`src/rtl/flash_pm_params.svh`:
```
`ifndef FLASH_PM_PARAMS_SVH
`define FLASH_PM_PARAMS_SVH

// system clock period
`define CLK_PERIOD_NS      50

// power mode and configuration program timing, in ns
`define DS_ENTRY_NS        3000
`define DS_WAKE_NS         35000
`define US_ENTRY_NS        3000
`define US_EXIT_NS         70000
`define CS_LOW_PULSE_NS    20
`define CFG_PROG_NS        50000000

// timer width, wide enough for the configuration program count
`define TMR_W              20

// opcodes, configuration sequence bytes and byte counts
`define OP_DEEP_SLEEP      8'hB9
`define OP_DEEP_WAKE       8'hAB
`define OP_ULTRA_SLEEP     8'h79
`define OP_STATUS_READ     8'hD7
`define CFG_BYTE0          8'h3D
`define CFG_BYTE1          8'h2A
`define CFG_BYTE2          8'h80
`define CFG_BYTE3_256      8'hA6
`define CFG_BYTE3_264      8'hA7
`define CFG_LEN            3'h4
`define BYTE_CNT_MAX       3'h5

// status byte layout
`define ST_READY_BIT       7
`define ST_PAGE_BIT        0
`define ST_DENSITY         4'h5
`define ST_DENSITY_LSB     2

// factory page size setting: 1 selects 256 bytes
`define NV_FACTORY_256     1'b1

`endif

```
`src/rtl/flash_pm_pkg.sv`:
```
`default_nettype none
package flash_pm_pkg;

   typedef enum logic [2:0] {
      PM_STANDBY,
      PM_DS_ENTRY,
      PM_DEEP,
      PM_DS_WAKE,
      PM_US_ENTRY,
      PM_ULTRA,
      PM_US_EXIT
   } pm_state_t;

endpackage
`default_nettype wire

```
`src/rtl/nv_cfg_store.sv`:
```
`timescale 1ns/100ps
`default_nettype none
`include "flash_pm_params.svh"

module nv_cfg_store (
   input  wire logic clock,
   input  wire logic factory_init,
   input  wire logic wr_en,
   input  wire logic wr_data,
   output logic      rd_q
);

   logic cell_q;
   logic cell_d;

   // no link to rst: the setting must survive a power cycle
   always_comb begin
      cell_d = cell_q;
      if (factory_init) begin
         cell_d = `NV_FACTORY_256;
      end else if (wr_en) begin
         cell_d = wr_data;
      end
   end

   always_ff @(posedge clock) begin
      cell_q <= cell_d;
      rd_q   <= cell_d;
   end

endmodule

`default_nettype wire

```
`src/rtl/flash_power_mode_and_page_size_ctrl.sv`:
```
`timescale 1ns/100ps
`default_nettype none
`include "flash_pm_params.svh"

module flash_power_mode_and_page_size_ctrl #(
   parameter int unsigned CFG_PROG_CYCLES = `CFG_PROG_NS / `CLK_PERIOD_NS
) (
   input  wire logic clock,
   input  wire logic rst,
   input  wire logic factory_init,
   input  wire logic sck,
   input  wire logic cs_n,
   input  wire logic si,
   input  wire logic ext_busy,
   output logic      so,
   output logic      so_oe,
   output logic      ready,
   output logic      standby,
   output logic      deep_sleep,
   output logic      ultra_sleep,
   output logic      buffer_discard,
   output logic      page_size_256
);

   ////////////////////////////////////////////////////////////////////////////
   // timing counts

   // longest times round down, least times round up, none below one cycle
   function automatic int unsigned cyc_floor(input int unsigned ns);
      cyc_floor = (ns / `CLK_PERIOD_NS) > 0 ? ns / `CLK_PERIOD_NS : 1;
   endfunction

   function automatic int unsigned cyc_ceil(input int unsigned ns);
      cyc_ceil = (ns + `CLK_PERIOD_NS - 1) / `CLK_PERIOD_NS;
      if (cyc_ceil == 0) begin
         cyc_ceil = 1;
      end
   endfunction

   localparam logic [`TMR_W-1:0] DS_ENTRY_CYC = `TMR_W'(cyc_floor(`DS_ENTRY_NS));
   localparam logic [`TMR_W-1:0] DS_WAKE_CYC  = `TMR_W'(cyc_floor(`DS_WAKE_NS));
   localparam logic [`TMR_W-1:0] US_ENTRY_CYC = `TMR_W'(cyc_floor(`US_ENTRY_NS));
   localparam logic [`TMR_W-1:0] US_EXIT_CYC  = `TMR_W'(cyc_floor(`US_EXIT_NS));
   localparam logic [`TMR_W-1:0] CS_LOW_CYC   = `TMR_W'(cyc_ceil(`CS_LOW_PULSE_NS));
   localparam logic [`TMR_W-1:0] PROG_CYC     = `TMR_W'(CFG_PROG_CYCLES);

   ////////////////////////////////////////////////////////////////////////////
   // helpers

   // expected byte of the size configuration sequence at a given position
   function automatic logic cfg_byte_ok(input logic [2:0] idx, input logic [7:0] b);
      case (idx)
         3'h0:    cfg_byte_ok = (b == `CFG_BYTE0);
         3'h1:    cfg_byte_ok = (b == `CFG_BYTE1);
         3'h2:    cfg_byte_ok = (b == `CFG_BYTE2);
         3'h3:    cfg_byte_ok = (b == `CFG_BYTE3_256) || (b == `CFG_BYTE3_264);
         default: cfg_byte_ok = 1'b0;
      endcase
   endfunction

   function automatic logic [7:0] status_byte(input logic second, input logic rdy,
                                              input logic p256);
      status_byte = 8'h00;
      status_byte[`ST_READY_BIT] = rdy;
      if (!second) begin
         status_byte[`ST_DENSITY_LSB +: 4] = `ST_DENSITY;
         status_byte[`ST_PAGE_BIT]         = p256;
      end
   endfunction

   ////////////////////////////////////////////////////////////////////////////
   // pin edges

   logic sck_q;
   logic cs_n_q;
   logic sck_rise;
   logic sck_fall;
   logic frame_start;
   logic frame_end;

   always_ff @(posedge clock) begin
      if (rst) begin
         sck_q  <= 1'b0;
         cs_n_q <= 1'b1;
      end else begin
         sck_q  <= sck;
         cs_n_q <= cs_n;
      end
   end

   assign sck_rise    = sck & ~sck_q & ~cs_n;
   assign sck_fall    = ~sck & sck_q & ~cs_n;
   assign frame_start = ~cs_n & cs_n_q;
   assign frame_end   = cs_n & ~cs_n_q;

   ////////////////////////////////////////////////////////////////////////////
   // command shifter

   flash_pm_pkg::pm_state_t pm_q;
   flash_pm_pkg::pm_state_t pm_d;

   logic [7:0] shift_q;
   logic [7:0] shift_d;
   logic [2:0] bitcnt_q;
   logic [2:0] bitcnt_d;
   logic [2:0] bytecnt_q;
   logic [2:0] bytecnt_d;
   logic [7:0] op_q;
   logic [7:0] op_d;
   logic       cfg_ok_q;
   logic       cfg_ok_d;
   logic       cfg_256_q;
   logic       cfg_256_d;
   logic       frame_ok_q;
   logic       frame_ok_d;
   logic       byte_done;
   logic [7:0] rx_byte;

   assign rx_byte   = {shift_q[6:0], si};
   assign byte_done = sck_rise && (bitcnt_q == 3'h7);

   always_comb begin
      shift_d    = shift_q;
      bitcnt_d   = bitcnt_q;
      bytecnt_d  = bytecnt_q;
      op_d       = op_q;
      cfg_ok_d   = cfg_ok_q;
      cfg_256_d  = cfg_256_q;
      frame_ok_d = frame_ok_q;
      if (frame_start) begin
         bitcnt_d   = 3'h0;
         bytecnt_d  = 3'h0;
         cfg_ok_d   = 1'b0;
         // frames opened in a transition or ultra sleep are dropped whole
         frame_ok_d = (pm_q == flash_pm_pkg::PM_STANDBY) ||
                      (pm_q == flash_pm_pkg::PM_DEEP);
      end else if (sck_rise) begin
         shift_d  = rx_byte;
         bitcnt_d = bitcnt_q + 3'h1;
         if (byte_done) begin
            if (bytecnt_q == 3'h0) begin
               op_d = rx_byte;
            end
            if (bytecnt_q == 3'h3) begin
               cfg_256_d = (rx_byte == `CFG_BYTE3_256);
            end
            cfg_ok_d = ((bytecnt_q == 3'h0) || cfg_ok_q) &&
                       cfg_byte_ok(bytecnt_q, rx_byte);
            if (bytecnt_q != `BYTE_CNT_MAX) begin
               bytecnt_d = bytecnt_q + 3'h1;
            end
         end
      end
   end

   always_ff @(posedge clock) begin
      if (rst) begin
         shift_q    <= 8'h00;
         bitcnt_q   <= 3'h0;
         bytecnt_q  <= 3'h0;
         op_q       <= 8'h00;
         cfg_ok_q   <= 1'b0;
         cfg_256_q  <= 1'b0;
         frame_ok_q <= 1'b0;
      end else begin
         shift_q    <= shift_d;
         bitcnt_q   <= bitcnt_d;
         bytecnt_q  <= bytecnt_d;
         op_q       <= op_d;
         cfg_ok_q   <= cfg_ok_d;
         cfg_256_q  <= cfg_256_d;
         frame_ok_q <= frame_ok_d;
      end
   end

   ////////////////////////////////////////////////////////////////////////////
   // power modes and configuration program

   logic [`TMR_W-1:0] tmr_q;
   logic [`TMR_W-1:0] tmr_d;
   logic [`TMR_W-1:0] low_q;
   logic [`TMR_W-1:0] low_d;
   logic [`TMR_W-1:0] prog_cnt_q;
   logic [`TMR_W-1:0] prog_cnt_d;
   logic              prog_q;
   logic              prog_d;
   logic              nv_wr_q;
   logic              nv_wr_d;
   logic              nv_data_q;
   logic              nv_data_d;
   logic              discard_d;
   logic              busy;
   logic              has_op;
   logic              cmd_end;
   logic              nv_256;

   assign busy    = prog_q | ext_busy;
   assign has_op  = bytecnt_q != 3'h0;
   assign cmd_end = frame_end && frame_ok_q;

   always_comb begin
      pm_d       = pm_q;
      tmr_d      = tmr_q + `TMR_W'(1);
      low_d      = low_q;
      prog_d     = prog_q;
      prog_cnt_d = prog_cnt_q;
      nv_wr_d    = 1'b0;
      nv_data_d  = nv_data_q;
      discard_d  = 1'b0;
      case (pm_q)
         flash_pm_pkg::PM_STANDBY: begin
            tmr_d = '0;
            // extra bytes after a sleep opcode do not matter
            if (cmd_end && has_op && !busy) begin
               if (op_q == `OP_DEEP_SLEEP) begin
                  pm_d = flash_pm_pkg::PM_DS_ENTRY;
               end else if (op_q == `OP_ULTRA_SLEEP) begin
                  pm_d = flash_pm_pkg::PM_US_ENTRY;
               end else if (cfg_ok_q && bytecnt_q == `CFG_LEN && bitcnt_q == 3'h0) begin
                  prog_d     = 1'b1;
                  prog_cnt_d = '0;
                  nv_data_d  = cfg_256_q;
               end
            end
         end
         flash_pm_pkg::PM_DS_ENTRY: begin
            if (tmr_q == DS_ENTRY_CYC - `TMR_W'(1)) begin
               pm_d = flash_pm_pkg::PM_DEEP;
            end
         end
         flash_pm_pkg::PM_DEEP: begin
            tmr_d = '0;
            // only the wake opcode is honoured here
            if (cmd_end && has_op && op_q == `OP_DEEP_WAKE) begin
               pm_d = flash_pm_pkg::PM_DS_WAKE;
            end
         end
         flash_pm_pkg::PM_DS_WAKE: begin
            if (tmr_q == DS_WAKE_CYC - `TMR_W'(1)) begin
               pm_d = flash_pm_pkg::PM_STANDBY;
            end
         end
         flash_pm_pkg::PM_US_ENTRY: begin
            if (tmr_q == US_ENTRY_CYC - `TMR_W'(1)) begin
               pm_d      = flash_pm_pkg::PM_ULTRA;
               discard_d = 1'b1;
            end
         end
         flash_pm_pkg::PM_ULTRA: begin
            tmr_d = '0;
            // bytes clocked in during the pulse are never decoded
            if (cs_n) begin
               low_d = '0;
            end else if (low_q != CS_LOW_CYC) begin
               low_d = low_q + `TMR_W'(1);
            end
            if (frame_end && low_q == CS_LOW_CYC) begin
               pm_d = flash_pm_pkg::PM_US_EXIT;
            end
         end
         flash_pm_pkg::PM_US_EXIT: begin
            if (tmr_q == US_EXIT_CYC - `TMR_W'(1)) begin
               pm_d = flash_pm_pkg::PM_STANDBY;
            end
         end
         default: begin
            pm_d = flash_pm_pkg::PM_STANDBY;
         end
      endcase
      if (prog_q) begin
         prog_cnt_d = prog_cnt_q + `TMR_W'(1);
         if (prog_cnt_q == PROG_CYC - `TMR_W'(1)) begin
            // the new size is visible one cycle after the program ends
            prog_d  = 1'b0;
            nv_wr_d = 1'b1;
         end
      end
   end

   always_ff @(posedge clock) begin
      if (rst) begin
         pm_q       <= flash_pm_pkg::PM_STANDBY;
         tmr_q      <= '0;
         low_q      <= '0;
         prog_q     <= 1'b0;
         prog_cnt_q <= '0;
         nv_wr_q    <= 1'b0;
         nv_data_q  <= 1'b0;
      end else begin
         pm_q       <= pm_d;
         tmr_q      <= tmr_d;
         low_q      <= low_d;
         prog_q     <= prog_d;
         prog_cnt_q <= prog_cnt_d;
         nv_wr_q    <= nv_wr_d;
         nv_data_q  <= nv_data_d;
      end
   end

   nv_cfg_store u_nv (
      .clock        (clock),
      .factory_init (factory_init),
      .wr_en        (nv_wr_q),
      .wr_data      (nv_data_q),
      .rd_q         (nv_256)
   );

   ////////////////////////////////////////////////////////////////////////////
   // status output and mode flags

   logic       stat_on_q;
   logic       stat_on_d;
   logic [6:0] tx_q;
   logic [6:0] tx_d;
   logic [2:0] tx_bits_q;
   logic [2:0] tx_bits_d;
   logic       tx_second_q;
   logic       tx_second_d;
   logic       so_d;
   logic       so_oe_d;
   logic [7:0] tx_load;

   assign tx_load = status_byte(tx_second_q, ~busy, nv_256);

   always_comb begin
      stat_on_d   = stat_on_q;
      tx_d        = tx_q;
      tx_bits_d   = tx_bits_q;
      tx_second_d = tx_second_q;
      so_d        = so;
      so_oe_d     = so_oe;
      if (cs_n) begin
         stat_on_d   = 1'b0;
         tx_bits_d   = 3'h0;
         tx_second_d = 1'b0;
         so_oe_d     = 1'b0;
      end else if (byte_done && bytecnt_q == 3'h0 && rx_byte == `OP_STATUS_READ &&
                   frame_ok_q && pm_q == flash_pm_pkg::PM_STANDBY) begin
         // the status read is allowed during a self-timed operation
         stat_on_d = 1'b1;
      end else if (sck_fall && stat_on_q) begin
         // status is sampled byte by byte so busy stays current
         if (tx_bits_q == 3'h0) begin
            so_d = tx_load[7];
            tx_d = tx_load[6:0];
         end else begin
            so_d = tx_q[6];
            tx_d = {tx_q[5:0], 1'b0};
         end
         so_oe_d   = 1'b1;
         tx_bits_d = tx_bits_q + 3'h1;
         if (tx_bits_q == 3'h7) begin
            tx_second_d = ~tx_second_q;
         end
      end
   end

   always_ff @(posedge clock) begin
      if (rst) begin
         stat_on_q   <= 1'b0;
         tx_q        <= 7'h00;
         tx_bits_q   <= 3'h0;
         tx_second_q <= 1'b0;
         so          <= 1'b0;
         so_oe       <= 1'b0;
         ready       <= 1'b0;
         standby     <= 1'b0;
         deep_sleep  <= 1'b0;
         ultra_sleep <= 1'b0;
         buffer_discard <= 1'b0;
         page_size_256  <= 1'b0;
      end else begin
         stat_on_q   <= stat_on_d;
         tx_q        <= tx_d;
         tx_bits_q   <= tx_bits_d;
         tx_second_q <= tx_second_d;
         so          <= so_d;
         so_oe       <= so_oe_d;
         ready       <= ~busy;
         standby     <= (pm_q == flash_pm_pkg::PM_STANDBY) && cs_n && !busy;
         deep_sleep  <= (pm_q == flash_pm_pkg::PM_DEEP);
         ultra_sleep <= (pm_q == flash_pm_pkg::PM_ULTRA);
         buffer_discard <= discard_d;
         page_size_256  <= nv_256;
      end
   end

endmodule

`default_nettype wire

```
`config.mk`:
```
export PLATFORM = sky130hd
export DESIGN_NAME = flash_power_mode_and_page_size_ctrl
export DESIGN_NICKNAME = d
export VERILOG_FILES = /design/src/rtl/flash_pm_pkg.sv /design/src/rtl/nv_cfg_store.sv /design/src/rtl/flash_power_mode_and_page_size_ctrl.sv
export VERILOG_INCLUDE_DIRS = /design/src /design/src/rtl
export SDC_FILE = /design/constraint.sdc
export NUM_CORES = 1
export LEC_CHECK = 0
export ABC_AREA = 1
export ABC_CLOCK_PERIOD_IN_PS = 4500
export BUFFER_PORTS_ARGS = -buffer_cell sky130_fd_sc_hd__buf_2
export CORE_MARGIN = 2
export CORE_UTILIZATION = 57
export DETAILED_ROUTE_END_ITERATION = 16
export MAX_ROUTING_LAYER = met4
export PLACE_DENSITY = 0.84
export SYNTH_ARGS = -nofsm -noshare
export SYNTH_HDL_FRONTEND = slang
export SYNTH_SLANG_ARGS = --single-unit
```
`constraint.sdc`:
```
create_clock -name clock -period 4.5 [get_ports clock]
set_clock_uncertainty 0.15 [all_clocks]
set_input_delay 0.9 -clock clock [delete_from_list [all_inputs] [get_ports clock]]
set_output_delay 0.9 -clock clock [all_outputs]
set_load 0.01 [all_outputs]
```
======== Word level (Yosys, flattened, before mapping) ========
Cells that the tools add are included.
storage, ports and cells
  register bits ........................... 113
  ROM bits ................................ 0
  input bits .............................. 7
  bits in latches ......................... 0
  word-level logic and storage cells ...... 173
  RAM bits ................................ 0
  output and inout bits ................... 8
  memories kept ........................... 0
cells by class
  multiplexer cells ....................... 35
  $add $sub $neg .......................... 6
  divide/modulo/power cells ............... 0
  reduce and logical (&&, ||, !) cells .... 46
  shifts and indexed selects .............. 0
  multipliers ............................. 0
  eq/ne operators ......................... 38
  bitwise operators ....................... 19
  magnitude comparators ................... 0
operators by type and width
  kind                                                                      count
  20-bit 2-to-1 mux                                                         8
  20-bit by 1-bit adder with 20-bit output (second input constant)          3
  8-bit equality test (second input constant)                               6
  3-bit 2-to-1 mux                                                          10
  3-bit one-hot mux with 7 select lines                                     1
  20-bit by 1-bit equality test with 1-bit output (second input constant)   1
  20-bit by 10-bit equality test with 1-bit output (second input constant)  1
  20-bit by 11-bit equality test with 1-bit output (second input constant)  1
  20-bit equality test (second input constant)                              1
  20-bit by 6-bit equality test with 1-bit output (second input constant)   1
  20-bit by 1-bit != test with 1-bit output (second input constant)         1
  3-bit equality test (second input constant)                               6
  2-bit != test (second input constant)                                     9
  8-bit by 6-bit equality test with 1-bit output (second input constant)    2
  1-bit logical AND                                                         16
  1-bit 2-to-1 mux                                                          14
  3-bit by 2-bit equality test with 1-bit output (second input constant)    4
  3-bit logical NOT                                                         4
  1-bit inverter                                                            12
  5-bit AND reduction                                                       2
  3-bit by 1-bit adder with 3-bit output (second input constant)            3
  3-bit AND reduction                                                       3
  8-bit by 7-bit equality test with 1-bit output (second input constant)    1
  2-bit AND reduction                                                       4
  14 further kinds                                                          30

======== Longest topological paths before layout ========
Gate-level depths: netlist of run 1.
  depth in word-level cells ............... 10
  depth in mapped cells ................... 13
  mapped depth without buffers ............ 13

======== By module ========
A second synthesis of run 1 with hierarchy kept.
unflattened totals
  cells, all modules ...................... 807
  area, all modules ....................... 5,751.8 µm²
modules (own cells, without submodules)
  module                               times used  area each (µm²)  sequential area each (µm²)  cells an instance
  flash_power_mode_and_page_size_ctrl  1           5,704.2          2,242.2                     801
  nv_cfg_store                         1           47.5             20.0                        6

======== Least setup slack after synthesis of run 1 ========
Ideal clock, no wire load.
  kind .................................... input to register
  start point ............................. in cs_n
  end point ............................... reg prog_cnt_q[12]
  required time ........................... 4.236 ns
  buffers on the path ..................... 2
  data arrival time ....................... 1.855 ns
  slack ................................... 2.381 ns
  setup time .............................. 0.114 ns
  stages on the path ...................... 9
  cell sequence ........................... buf_6 > inv_4 > nor2_4 > nand3_1 > nor2_2 > nand3_1 > buf_2 > a21oi_1 > nor2_1
on the way
  word-level cells in the longest chain between the ends .. 6
RTL lines
  item                                  line                                        RTL
  start: declaration                    flash_power_mode_and_page_size_ctrl.sv:12   input wire logic cs_n,
  1-bit bitwise AND                     flash_power_mode_and_page_size_ctrl.sv:94   assign frame_end = cs_n & ~cs_n_q;
  1-bit logical AND                     flash_power_mode_and_page_size_ctrl.sv:199  assign cmd_end = frame_end && frame_ok_q;
  1-bit logical AND (2 in series)       flash_power_mode_and_page_size_ctrl.sv:214  if (cmd_end && has_op && !busy) begin
  2-bit nonzero test (no source line)   --
  5-bit AND reduction (no source line)  --
  end signal: assignment                flash_power_mode_and_page_size_ctrl.sv:294  prog_cnt_q <= prog_cnt_d;
  end: declaration                      flash_power_mode_and_page_size_ctrl.sv:183  logic [`TMR_W-1:0] prog_cnt_q;
Every way passes these cells.
A chain may end at the register's enable or synchronous reset.

==> results of run 1 <==
-- Yosys cell counts, types with 3 or more instances --
library cell / n / area [sq um]
nand2_1: 150 / 563
dfxtp_1: 113 / 2260
inv_1: 101 / 379
nor2_1: 93 / 349
a21oi_1: 78 / 390
o21ai_0: 51 / 255
nand3_1: 49 / 245
nand4_1: 26 / 163
nor3_1: 22 / 110
ha_1: 15 / 188
nor2_2: 12 / 75.1
buf_2: 7 / 35.0
clkbuf_1: 7 / 26.3
nor4_1: 6 / 37.5
o21ai_1: 6 / 30.0
a211oi_1: 5 / 37.5
nand2_2: 5 / 31.3
a31oi_1: 4 / 25.0
buf_6: 4 / 45.0
inv_2: 4 / 15.0
nor2_4: 4 / 45.0
nor3_2: 4 / 40.0
xor2_1: 4 / 35.0
or2_1: 3 / 18.8
or2_2: 3 / 18.8
-- placed cells by master, fill, tap and decap left out, drive strengths merged, types with 2 or more instances in the layout --
cell / instances
a211oi: 5
a21boi: 2
a21oi: 79
a31oi: 4
and3: 2
buf: 16
bufinv: 5
clkbuf: 21
clkinv: 5
dfxtp: 113
ha: 15
inv: 107
nand2: 155
nand3: 51
nand4: 26
nor2: 109
nor3: 28
nor3b: 4
nor4: 6
o211ai: 2
o21ai: 57
o21bai: 2
or2: 8
xnor2: 2
xor2: 4
-- report_power, final --
group	switching, uW	internal, uW
Sequential	20.1	1020
Clock	449	979
Combinational	158	69.0
Total	627	2070
-- cell type report --
class / count / area, sq um / area share, %
well taps: 133 / 166 / 2.58
inverters: 108 / 408 / 6.33
clock inverters: 10 / 181 / 2.81
multi-input cells: 567 / 2900 / 44.9
repair buffers: 16 / 85.1 / 1.32
clock buffers: 21 / 449 / 6.97
flip-flops and latches: 113 / 2260 / 35.1
-- worst max path at each step --
| stage | cells past startpoint | startpoint | endpoint |
|---|---|---|---|
| floorplan | 9 | cs_n | prog_cnt_q[12] |
| global placement | 5 | rst | low_q[9] |
| detailed placement | 5 | rst | low_q[9] |
| CTS | 5 | rst | low_q[9] |
| global route | 5 | rst | low_q[9] |
| finish | 5 | rst | low_q[9] |
-- worst max-delay path, cell delays in order --
cell,delay (ps)
buf_2,530
clkinv_1,200
nand2_1,290
o21ai_0,500
and3_1,360
-- sequential cells by signal, indices dropped and copies added (netlist names), 3 cells and up --
register / flops
tx_q: 7
shift_q: 7
bytecnt_q: 3
tx_bits_q: 3
tmr_q: 20
pm_q: 3
op_q: 8
prog_cnt_q: 20
low_q: 20
bitcnt_q: 3
-- metrics by stage --
stage | power (uW) | hold slack (ps) | instances
after floorplan | 1230 | 262 | 807
after detailed placement | 1290 | 290 | 937
after global placement | 1280 | 267 | 937
after global routing | 2790 | 311 | 968
after CTS | 2720 | 290 | 968
final | 2700 | 291 | 968
-- cells by family (layout without fill, tap and decap cells) --
group / Yosys count / after routing / synth area share, %
xor+xnor: 6 / 6 / 0.926
compound gates: 156 / 156 / 14.7
flops: 113 / 113 / 39.9
buf+inv: 127 / 155 / 9.15
simple gates: 390 / 390 / 32.1
fa+ha+maj: 15 / 15 / 3.31
-- layer usage --
layer / GRT usage (%) / vias up / wire [microns]
li1: - / 2703 / -
met1: 31.0 / 2366 / 5810
met2: 39.6 / 159 / 6010
met3: 6.04 / 24 / 651
met4: 9.75 / 0 / 263
met5: - / - / 0
==> results.json, run 1 <==
{
  "fin_setup_tns_ps": 0,
  "power.density_mw_per_mm2": 419,
  "grt_usage_pct": 25.0,
  "clockBufferDepth": 2,
  "syn_nets": 829,
  "setup_ws_ps": 1980,
  "holdPathStages": 1,
  "startpoint_type": "input port",
  "cts_sinks": 113,
  "tightestPinTransition_ps": 1190,
  "rsz0062_at_grt": "false",
  "crit_fanout": 35,
  "hold_viol_final": 0,
  "cts_buffers": 17,
  "drv_cap": 0,
  "drt_first_pass_iters": 6,
  "final_nets": 845,
  "synthDistinctLibCells": 46,
  "grt_pass1_wl_mm": 21.6,
  "cts_resized": 0,
  "max-slew-margin-rel_pct": 19.7,
  "gp_congestion": 0.947,
  "num_rows": 36,
  "drcViolationCount": 0,
  "vias": 5252,
  "hp-start": "nv_wr_q",
  "r2r_cells": 8,
  "seq_area_frac_synth_pct": 39.9,
  "finish.utilization_pct": 66.3,
  "port_buffers": 14,
  "cp.arrival_ps": 2780,
  "async_flop_share_pct": 0,
  "htreeDepth": 4,
  "die_x_microns": 104,
  "hpwl_mm": 8.27,
  "antenna_found_initial": 0,
  "dieArea_sq_mm": 0.0108,
  "die_y_microns": 104,
  "synth-main-ff-cell": "dfxtp_1",
  "fin_area_sq_mm": 0.00645,
  "required_ps": 4750,
  "syn_inst": 807,
  "cts-root-buf": "clkbuf_8",
  "post_cts_buffers": 0,
  "pin_count": 15,
  "ir_worst_vdd_uv": 306,
  "fin_crit_sh_pct": 56.1,
  "drive_gt1_share_pct": 10.2,
  "leakagePower_uw": 0.00244,
  "pre_cts_slack_ps": 1550,
  "nFillCells": 827,
  "grt_overflow": 0,
  "routed_wl_mm": 12.7,
  "syn_avg_cell_area_sq_um": 7.03,
  "syn-cell-area_sq_mm": 0.00568,
  "whs_endpoint": "u_nv.cell_q",
  "synth_edf_count": 0,
  "drtIter0Drc": 326,
  "clock_latency_ps": 510,
  "synth_seq_cells": 113,
  "syn2layout_area_growth_pct": 13.6,
  "hold_class": "flop to flop",
  "ctsHoldBuffers": 0,
  "period_needed_ps": 2520,
  "r2r_start": "bytecnt_q[0]",
  "regToRegEndpoint": "nv_data_q",
  "grt_max_degree": 36,
  "r2r_slack_ps": 2210,
  "timing.fmax_mhz": 396,
  "drv_slew": 0,
  "wl_per_cell_microns": 13.2,
  "core_sq_mm": 0.00973,
  "ant_nets": 0,
  "yosysWarnings": 0,
  "initial_utilization_pct": 58.3,
  "cts_tree": "done",
  "clk_pin_slew_ps": 50,
  "outcome": "completed",
  "place_area_sq_mm": 0.00582,
  "grt_pass1_vias": 4819,
  "finalSetupViolations": 0,
  "antennaDiodeCount": 0,
  "end_kind": "flop",
  "crit_type": "input port to flop",
  "viasPerCell": 5.43
}
Note: power is estimated with default switching activity, not from simulation.
==> run 2, diff against run 1 <==
--- a/config.mk
+++ b/config.mk
@@ -6,8 +6,8 @@
 export SDC_FILE = /design/constraint.sdc
 export NUM_CORES = 1
 export LEC_CHECK = 0
-export ABC_AREA = 1
-export ABC_CLOCK_PERIOD_IN_PS = 4500
+export ABC_AREA = 0
+export ABC_CLOCK_PERIOD_IN_PS = 2600
 export BUFFER_PORTS_ARGS = -buffer_cell sky130_fd_sc_hd__buf_2
 export CORE_MARGIN = 2
 export CORE_UTILIZATION = 57
==> constraint.sdc (replaced) <==
create_clock -name clock -period 2.6 [get_ports clock]
set_clock_uncertainty 0.15 [all_clocks]
set_input_delay 0.52 -clock clock [delete_from_list [all_inputs] [get_ports clock]]
set_output_delay 0.52 -clock clock [all_outputs]
set_load 0.01 [all_outputs]
==> results.json, run 2 <==
{
  "outcome": "completed",
  "end_kind": "flop",
  "cts_buffers": 17,
  "drt_first_pass_iters": 5,
  "hold_class": "input port to flop",
  "antennaDiodeCount": 0,
  "startpoint_type": "flop",
  "syn2layout_area_growth_pct": 15.5,
  "drtIter0Drc": 206,
  "syn_avg_cell_area_sq_um": 8.74,
  "die_x_microns": 101,
  "grt_usage_pct": 24.6,
  "max-slew-margin-rel_pct": 56.3,
  "yosysWarnings": 0,
  "syn-cell-area_sq_mm": 0.00534,
  "synth_seq_cells": 113,
  "finalSetupViolations": 0,
  "port_buffers": 14,
  "drv_slew": 0,
  "period_needed_ps": 2410,
  "pin_count": 15,
  "power.density_mw_per_mm2": 702,
  "gp_congestion": 0.868,
  "vias": 4404,
  "grt_pass1_vias": 4372,
  "viasPerCell": 5.86,
  "grt_max_degree": 32,
  "hpwl_mm": 7.46,
  "synth_area_leader_cell": "dfxtp_1",
  "clockBufferDepth": 2,
  "pre_cts_slack_ps": 200,
  "initial_utilization_pct": 58.3,
  "drive_gt1_share_pct": 12.6,
  "final_nets": 650,
  "drcViolationCount": 0,
  "final_cell_mix": "dfxtp_1 (113), nor2_1 (88), nand2_1 (45)",
  "cp.arrival_ps": 2700,
  "hold_viol_final": 0,
  "routed_wl_mm": 11.5,
  "num_rows": 35,
  "ir_worst_vdd_uv": 327,
  "synth_top_area_share_pct": 42.4,
  "dieArea_sq_mm": 0.0102,
  "syn_inst": 611,
  "async_flop_share_pct": 0,
  "core_sq_mm": 0.00915,
  "cts_sinks": 113,
  "timing.fmax_mhz": 416,
  "synth_most_common_cell": "dfxtp_1",
  "synth_edf_count": 0,
  "die_y_microns": 101,
  "htreeDepth": 4,
  "leakagePower_uw": 0.00217,
  "synth_area_leaders": "dfxtp_1 (42%), nor2_1 (6.2%), mux2i_1 (4.1%)",
  "syn_nets": 633,
  "clock_latency_ps": 520,
  "tightestPinTransition_ps": 656,
  "cts-root-buf": "clkbuf_8",
  "required_ps": 2890,
  "rsz0062_at_grt": "false",
  "synthDistinctLibCells": 62,
  "fin_crit_sh_pct": 92.6,
  "wl_per_cell_microns": 15.2,
  "cts_tree": "done",
  "ant_nets": 0,
  "synth-main-ff-cell": "dfxtp_1",
  "final_common_cell": "dfxtp_1",
  "grt_overflow": 0,
  "seq_area_frac_synth_pct": 42.4,
  "clk_pin_slew_ps": 60,
  "top_regs": "low_q (20), prog_cnt_q (20), tmr_q (20)",
  "fin_setup_tns_ps": 0,
  "antenna_found_initial": 0,
  "setup_ws_ps": 193,
  "crit_fanout": 4,
  "drv_cap": 0,
  "grt_pass1_wl_mm": 19.5,
  "synth_common_cells": "dfxtp_1 (113), nor2_1 (88), nand2_1 (45)",
  "crit_type": "flop to flop"
}
==> run 2: cell count changes after synthesis, moves of 15 or more <==
cell and delta:
nand2_1 -105, a21oi_1 -42, mux2i_1 +22, xnor2_1 +17, xor2_1 +16, inv_1 -87, or3_1 +15, clkbuf_1 +15
o21ai_0 -40, nand4_1 -17
==> run 2: metrics by stage <==
step / utilization (%) / hold WS, ps / area (sq um) / power [uW] / std cells
after floorplan: - / 276 / 5340 / 1820 / 611
after global placement: 60.3 / 290 / 5520 / 1840 / 720
after detailed placement: 60.3 / 301 / 5520 / 1850 / 720
after CTS: 67.4 / 24.7 / 6160 / 4350 / 752
after global routing: 67.4 / 32.1 / 6170 / 4440 / 752
final: 67.4 / 30.4 / 6170 / 4330 / 752
==> run 2: per-layer routing <==
layer	global-route usage, %	vias to the layer above	share of wire, %
li1	-	2183	-
met1	29.5	2113	45
met2	39.9	91	50
met3	7.21	17	3.7
met4	7.90	0	1.4
met5	-	-	0
==> run 2: logic make-up after synthesis <==
logic type / after synthesis / synth area share [%]
simple gates: 311 / 32.1
flops: 113 / 42.4
compound gates: 70 / 8.36
buf+inv: 40 / 2.93
xor+xnor: 39 / 6.40
mux: 23 / 4.33
fa+ha+maj: 15 / 3.51
==> run 2: worst paths after layout <==
path	from	to	slack, ps	cells past startpoint
max	bytecnt_q[0]	pm_q[2]	190	8
max reg2reg	bytecnt_q[0]	pm_q[2]	190	8
min reg2reg	tx_q[4]	tx_q[4]	310	2
min	factory_init	u_nv.cell_q	30	2
==> run 2: worst max-delay path: stages (launching register included) <==
cell and delay, ps:
dfxtp_1 410, inv_1 100, ha_1 240, or2b_1 260, nor4b_4 310, or4b_1 460
nand3_1 90, nand3_1 110, o22ai_1 200
==> run 2: timing repair <==
action                     in CTS  in global routing
buffers inserted                0                  0
hold buffers                    0                  0
setup endpoints to repair       0                  3
gates resized for setup         0                  1
==> run 2: layout make-up <==
| class | count | area (sq um) |
|---|---|---|
| tap | 111 | 139 |
| fill | 670 | 2980 |
| timing repair buffer | 24 | 145 |
| clock buffer | 17 | 414 |
| multi-input combinational | 458 | 2930 |
| inverter | 14 | 52.6 |
| clock inverter | 15 | 230 |
| sequential | 113 | 2260 |
==> run 2: report_power, final <==
group	leakage, uW	total (uW)	internal (uW)	switching (uW)
logic	0.000943	65.5	22.0	43.4
clock network	0.000318	2520	1670	857
registers	0.000911	1740	1740	5.86
==> run 3, diff against run 2 <==
--- a/config.mk
+++ b/config.mk
@@ -7,13 +7,13 @@
 export NUM_CORES = 1
 export LEC_CHECK = 0
 export ABC_AREA = 0
-export ABC_CLOCK_PERIOD_IN_PS = 2600
 export BUFFER_PORTS_ARGS = -buffer_cell sky130_fd_sc_hd__buf_2
 export CORE_MARGIN = 2
 export CORE_UTILIZATION = 57
 export DETAILED_ROUTE_END_ITERATION = 16
 export MAX_ROUTING_LAYER = met4
 export PLACE_DENSITY = 0.84
+export RECOVER_POWER = 25
 export SYNTH_ARGS = -nofsm -noshare
 export SYNTH_HDL_FRONTEND = slang
 export SYNTH_SLANG_ARGS = --single-unit
==> results.json, run 3 (same netlist as run 2, synthesis figures left out) <==
{
  "grt_pass1_vias": 4372,
  "clk_pin_slew_ps": 60,
  "die_x_microns": 101,
  "required_ps": 2810,
  "grt_max_degree": 32,
  "num_rows": 35,
  "drv_cap": 0,
  "initial_utilization_pct": 58.3,
  "cts-root-buf": "clkbuf_8",
  "pin_count": 15,
  "fin_crit_sh_pct": 93.2,
  "p_total_uw": 4330,
  "power.share.clock_pct": 58.3,
  "hpwl_mm": 7.46,
  "grt_overflow": 0,
  "period_needed_ps": 2420,
  "pwr-share-comb_pct": 1.5,
  "cts_resized": 0,
  "routed_wl_mm": 11.5,
  "cp.arrival_ps": 2630,
  "final_common_cell": "dfxtp_1",
  "grt_pass1_wl_mm": 19.5,
  "fin_setup_tns_ps": 0,
  "p_int_uw": 3430,
  "drv_slew": 0,
  "cts_sinks": 113,
  "top_regs": "low_q (20), prog_cnt_q (20), tmr_q (20)",
  "post_cts_buffers": 0,
  "timing.fmax_mhz": 413,
  "cts_buffers": 17,
  "critPathSlowestCell": "and3_1",
  "drtIter0Drc": 211,
  "rsz0062_at_grt": "false",
  "final_nets": 650,
  "finalSetupViolations": 0,
  "crit_buf_inv": 1,
  "ant_nets": 0,
  "leakagePower_uw": 0.00216,
  "startpoint_type": "flop",
  "tightestPinTransition_ps": 1340,
  "dieArea_sq_mm": 0.0102,
  "vias": 4399,
  "antennaDiodeCount": 0,
  "slowest_delay_ps": 440,
  "htreeDepth": 4,
  "crit_type": "flop to flop",
  "p_switching_uw": 905,
  "drt_first_pass_iters": 5,
  "ir_worst_vdd_uv": 327,
  "dp.cells": 720,
  "path_cells": "inv_1 > ha_1 > or2b_1 > nor4b_4 > and3_1 > nor2_1 > mux2i_1 > nor2_1",
  "core_sq_mm": 0.00915,
  "port_buffers": 14,
  "fin_cells": 752,
  "cp_top_family": "simple AND/OR/NAND/NOR gates",
  "wl_per_cell_microns": 15.3,
  "max-slew-margin-rel_pct": 10.7,
  "ctsHoldBuffers": 0,
  "end_kind": "flop",
  "seqPwrFrac_pct": 40.3,
  "die_y_microns": 101,
  "clockBufferDepth": 2,
  "viasPerCell": 5.85,
  "cp_common_cell": "nor2_1",
  "gp_congestion": 0.868,
  "final_cell_mix": "dfxtp_1 (113), nor2_1 (88), nand2_1 (46)",
  "outcome": "completed",
  "drive_gt1_share_pct": 11.7,
  "antenna_found_initial": 0,
  "drcViolationCount": 0,
  "clock_latency_ps": 520,
  "crit_fanout": 8,
  "grt_usage_pct": 24.6,
  "netSwitchingFraction_pct": 20.9,
  "hold_viol_final": 0,
  "hold_class": "input port to flop",
  "cts_tree": "done",
  "power.density_mw_per_mm2": 703,
  "r2r_slack_ps": 180,
  "syn2layout_area_growth_pct": 15.3,
  "finish.utilization_pct": 67.3
}
## run 3: final cells by class
type | instances | area (sq um)
clock buffer | 17 | 414
clock inverter | 15 | 230
fill | 674 | 3000
inverter | 14 | 52.6
multi-input combinational | 458 | 2920
sequential | 113 | 2260
tap | 111 | 139
timing repair buffer | 24 | 135
## run 3: final timing paths
check               startpoint            end  depth (start not counted)
setup / recovery  bytecnt_q[0]  prog_cnt_q[0]                          8
hold / removal    factory_init    u_nv.cell_q                          2
setup reg to reg  bytecnt_q[0]  prog_cnt_q[0]                          8
hold reg to reg        tx_q[4]        tx_q[4]                          2
## run 3: power by group through the flow
| stage | Combinational (uW) | Clock (uW) | Sequential [uW] |
|---|---|---|---|
| 6_report | 63.4 | 2520 | 1740 |
| 5_1_grt | 69.5 | 2630 | 1740 |
| 3_3_place_gp | 62.6 | 0 | 1780 |
| 2_1_floorplan | 40.4 | 0 | 1780 |
| 3_5_place_dp | 63.9 | 0 | 1780 |
| 4_1_cts | 65.2 | 2550 | 1740 |
## run 3: worst register-to-register path, cell delays in order (launching register included)
cell	delay, ps
dfxtp_1	400
inv_1	100
ha_1	240
or2b_1	260
nor4b_4	310
and3_1	440
nor2_1	120
mux2i_1	180
nor2_1	60
## run 3: layer usage
layer	wire length, microns	vias up	global-route usage (%)
met2	5770	81	39.9
li1	-	2183	-
met4	142	0	7.90
met3	407	15	7.21
met5	0	-	-
met1	5160	2120	29.5
## run 3: metrics by stage
step | hold slack (ps) | worst slack, ps | cell area, sq um
after floorplan | 276 | 448 | 5340
after global placement | 290 | 320 | 5520
after detailed placement | 301 | 200 | 5520
after CTS | 24.7 | 141 | 6160
after global routing | 32.1 | 30.6 | 6160
final | 29.7 | 177 | 6160
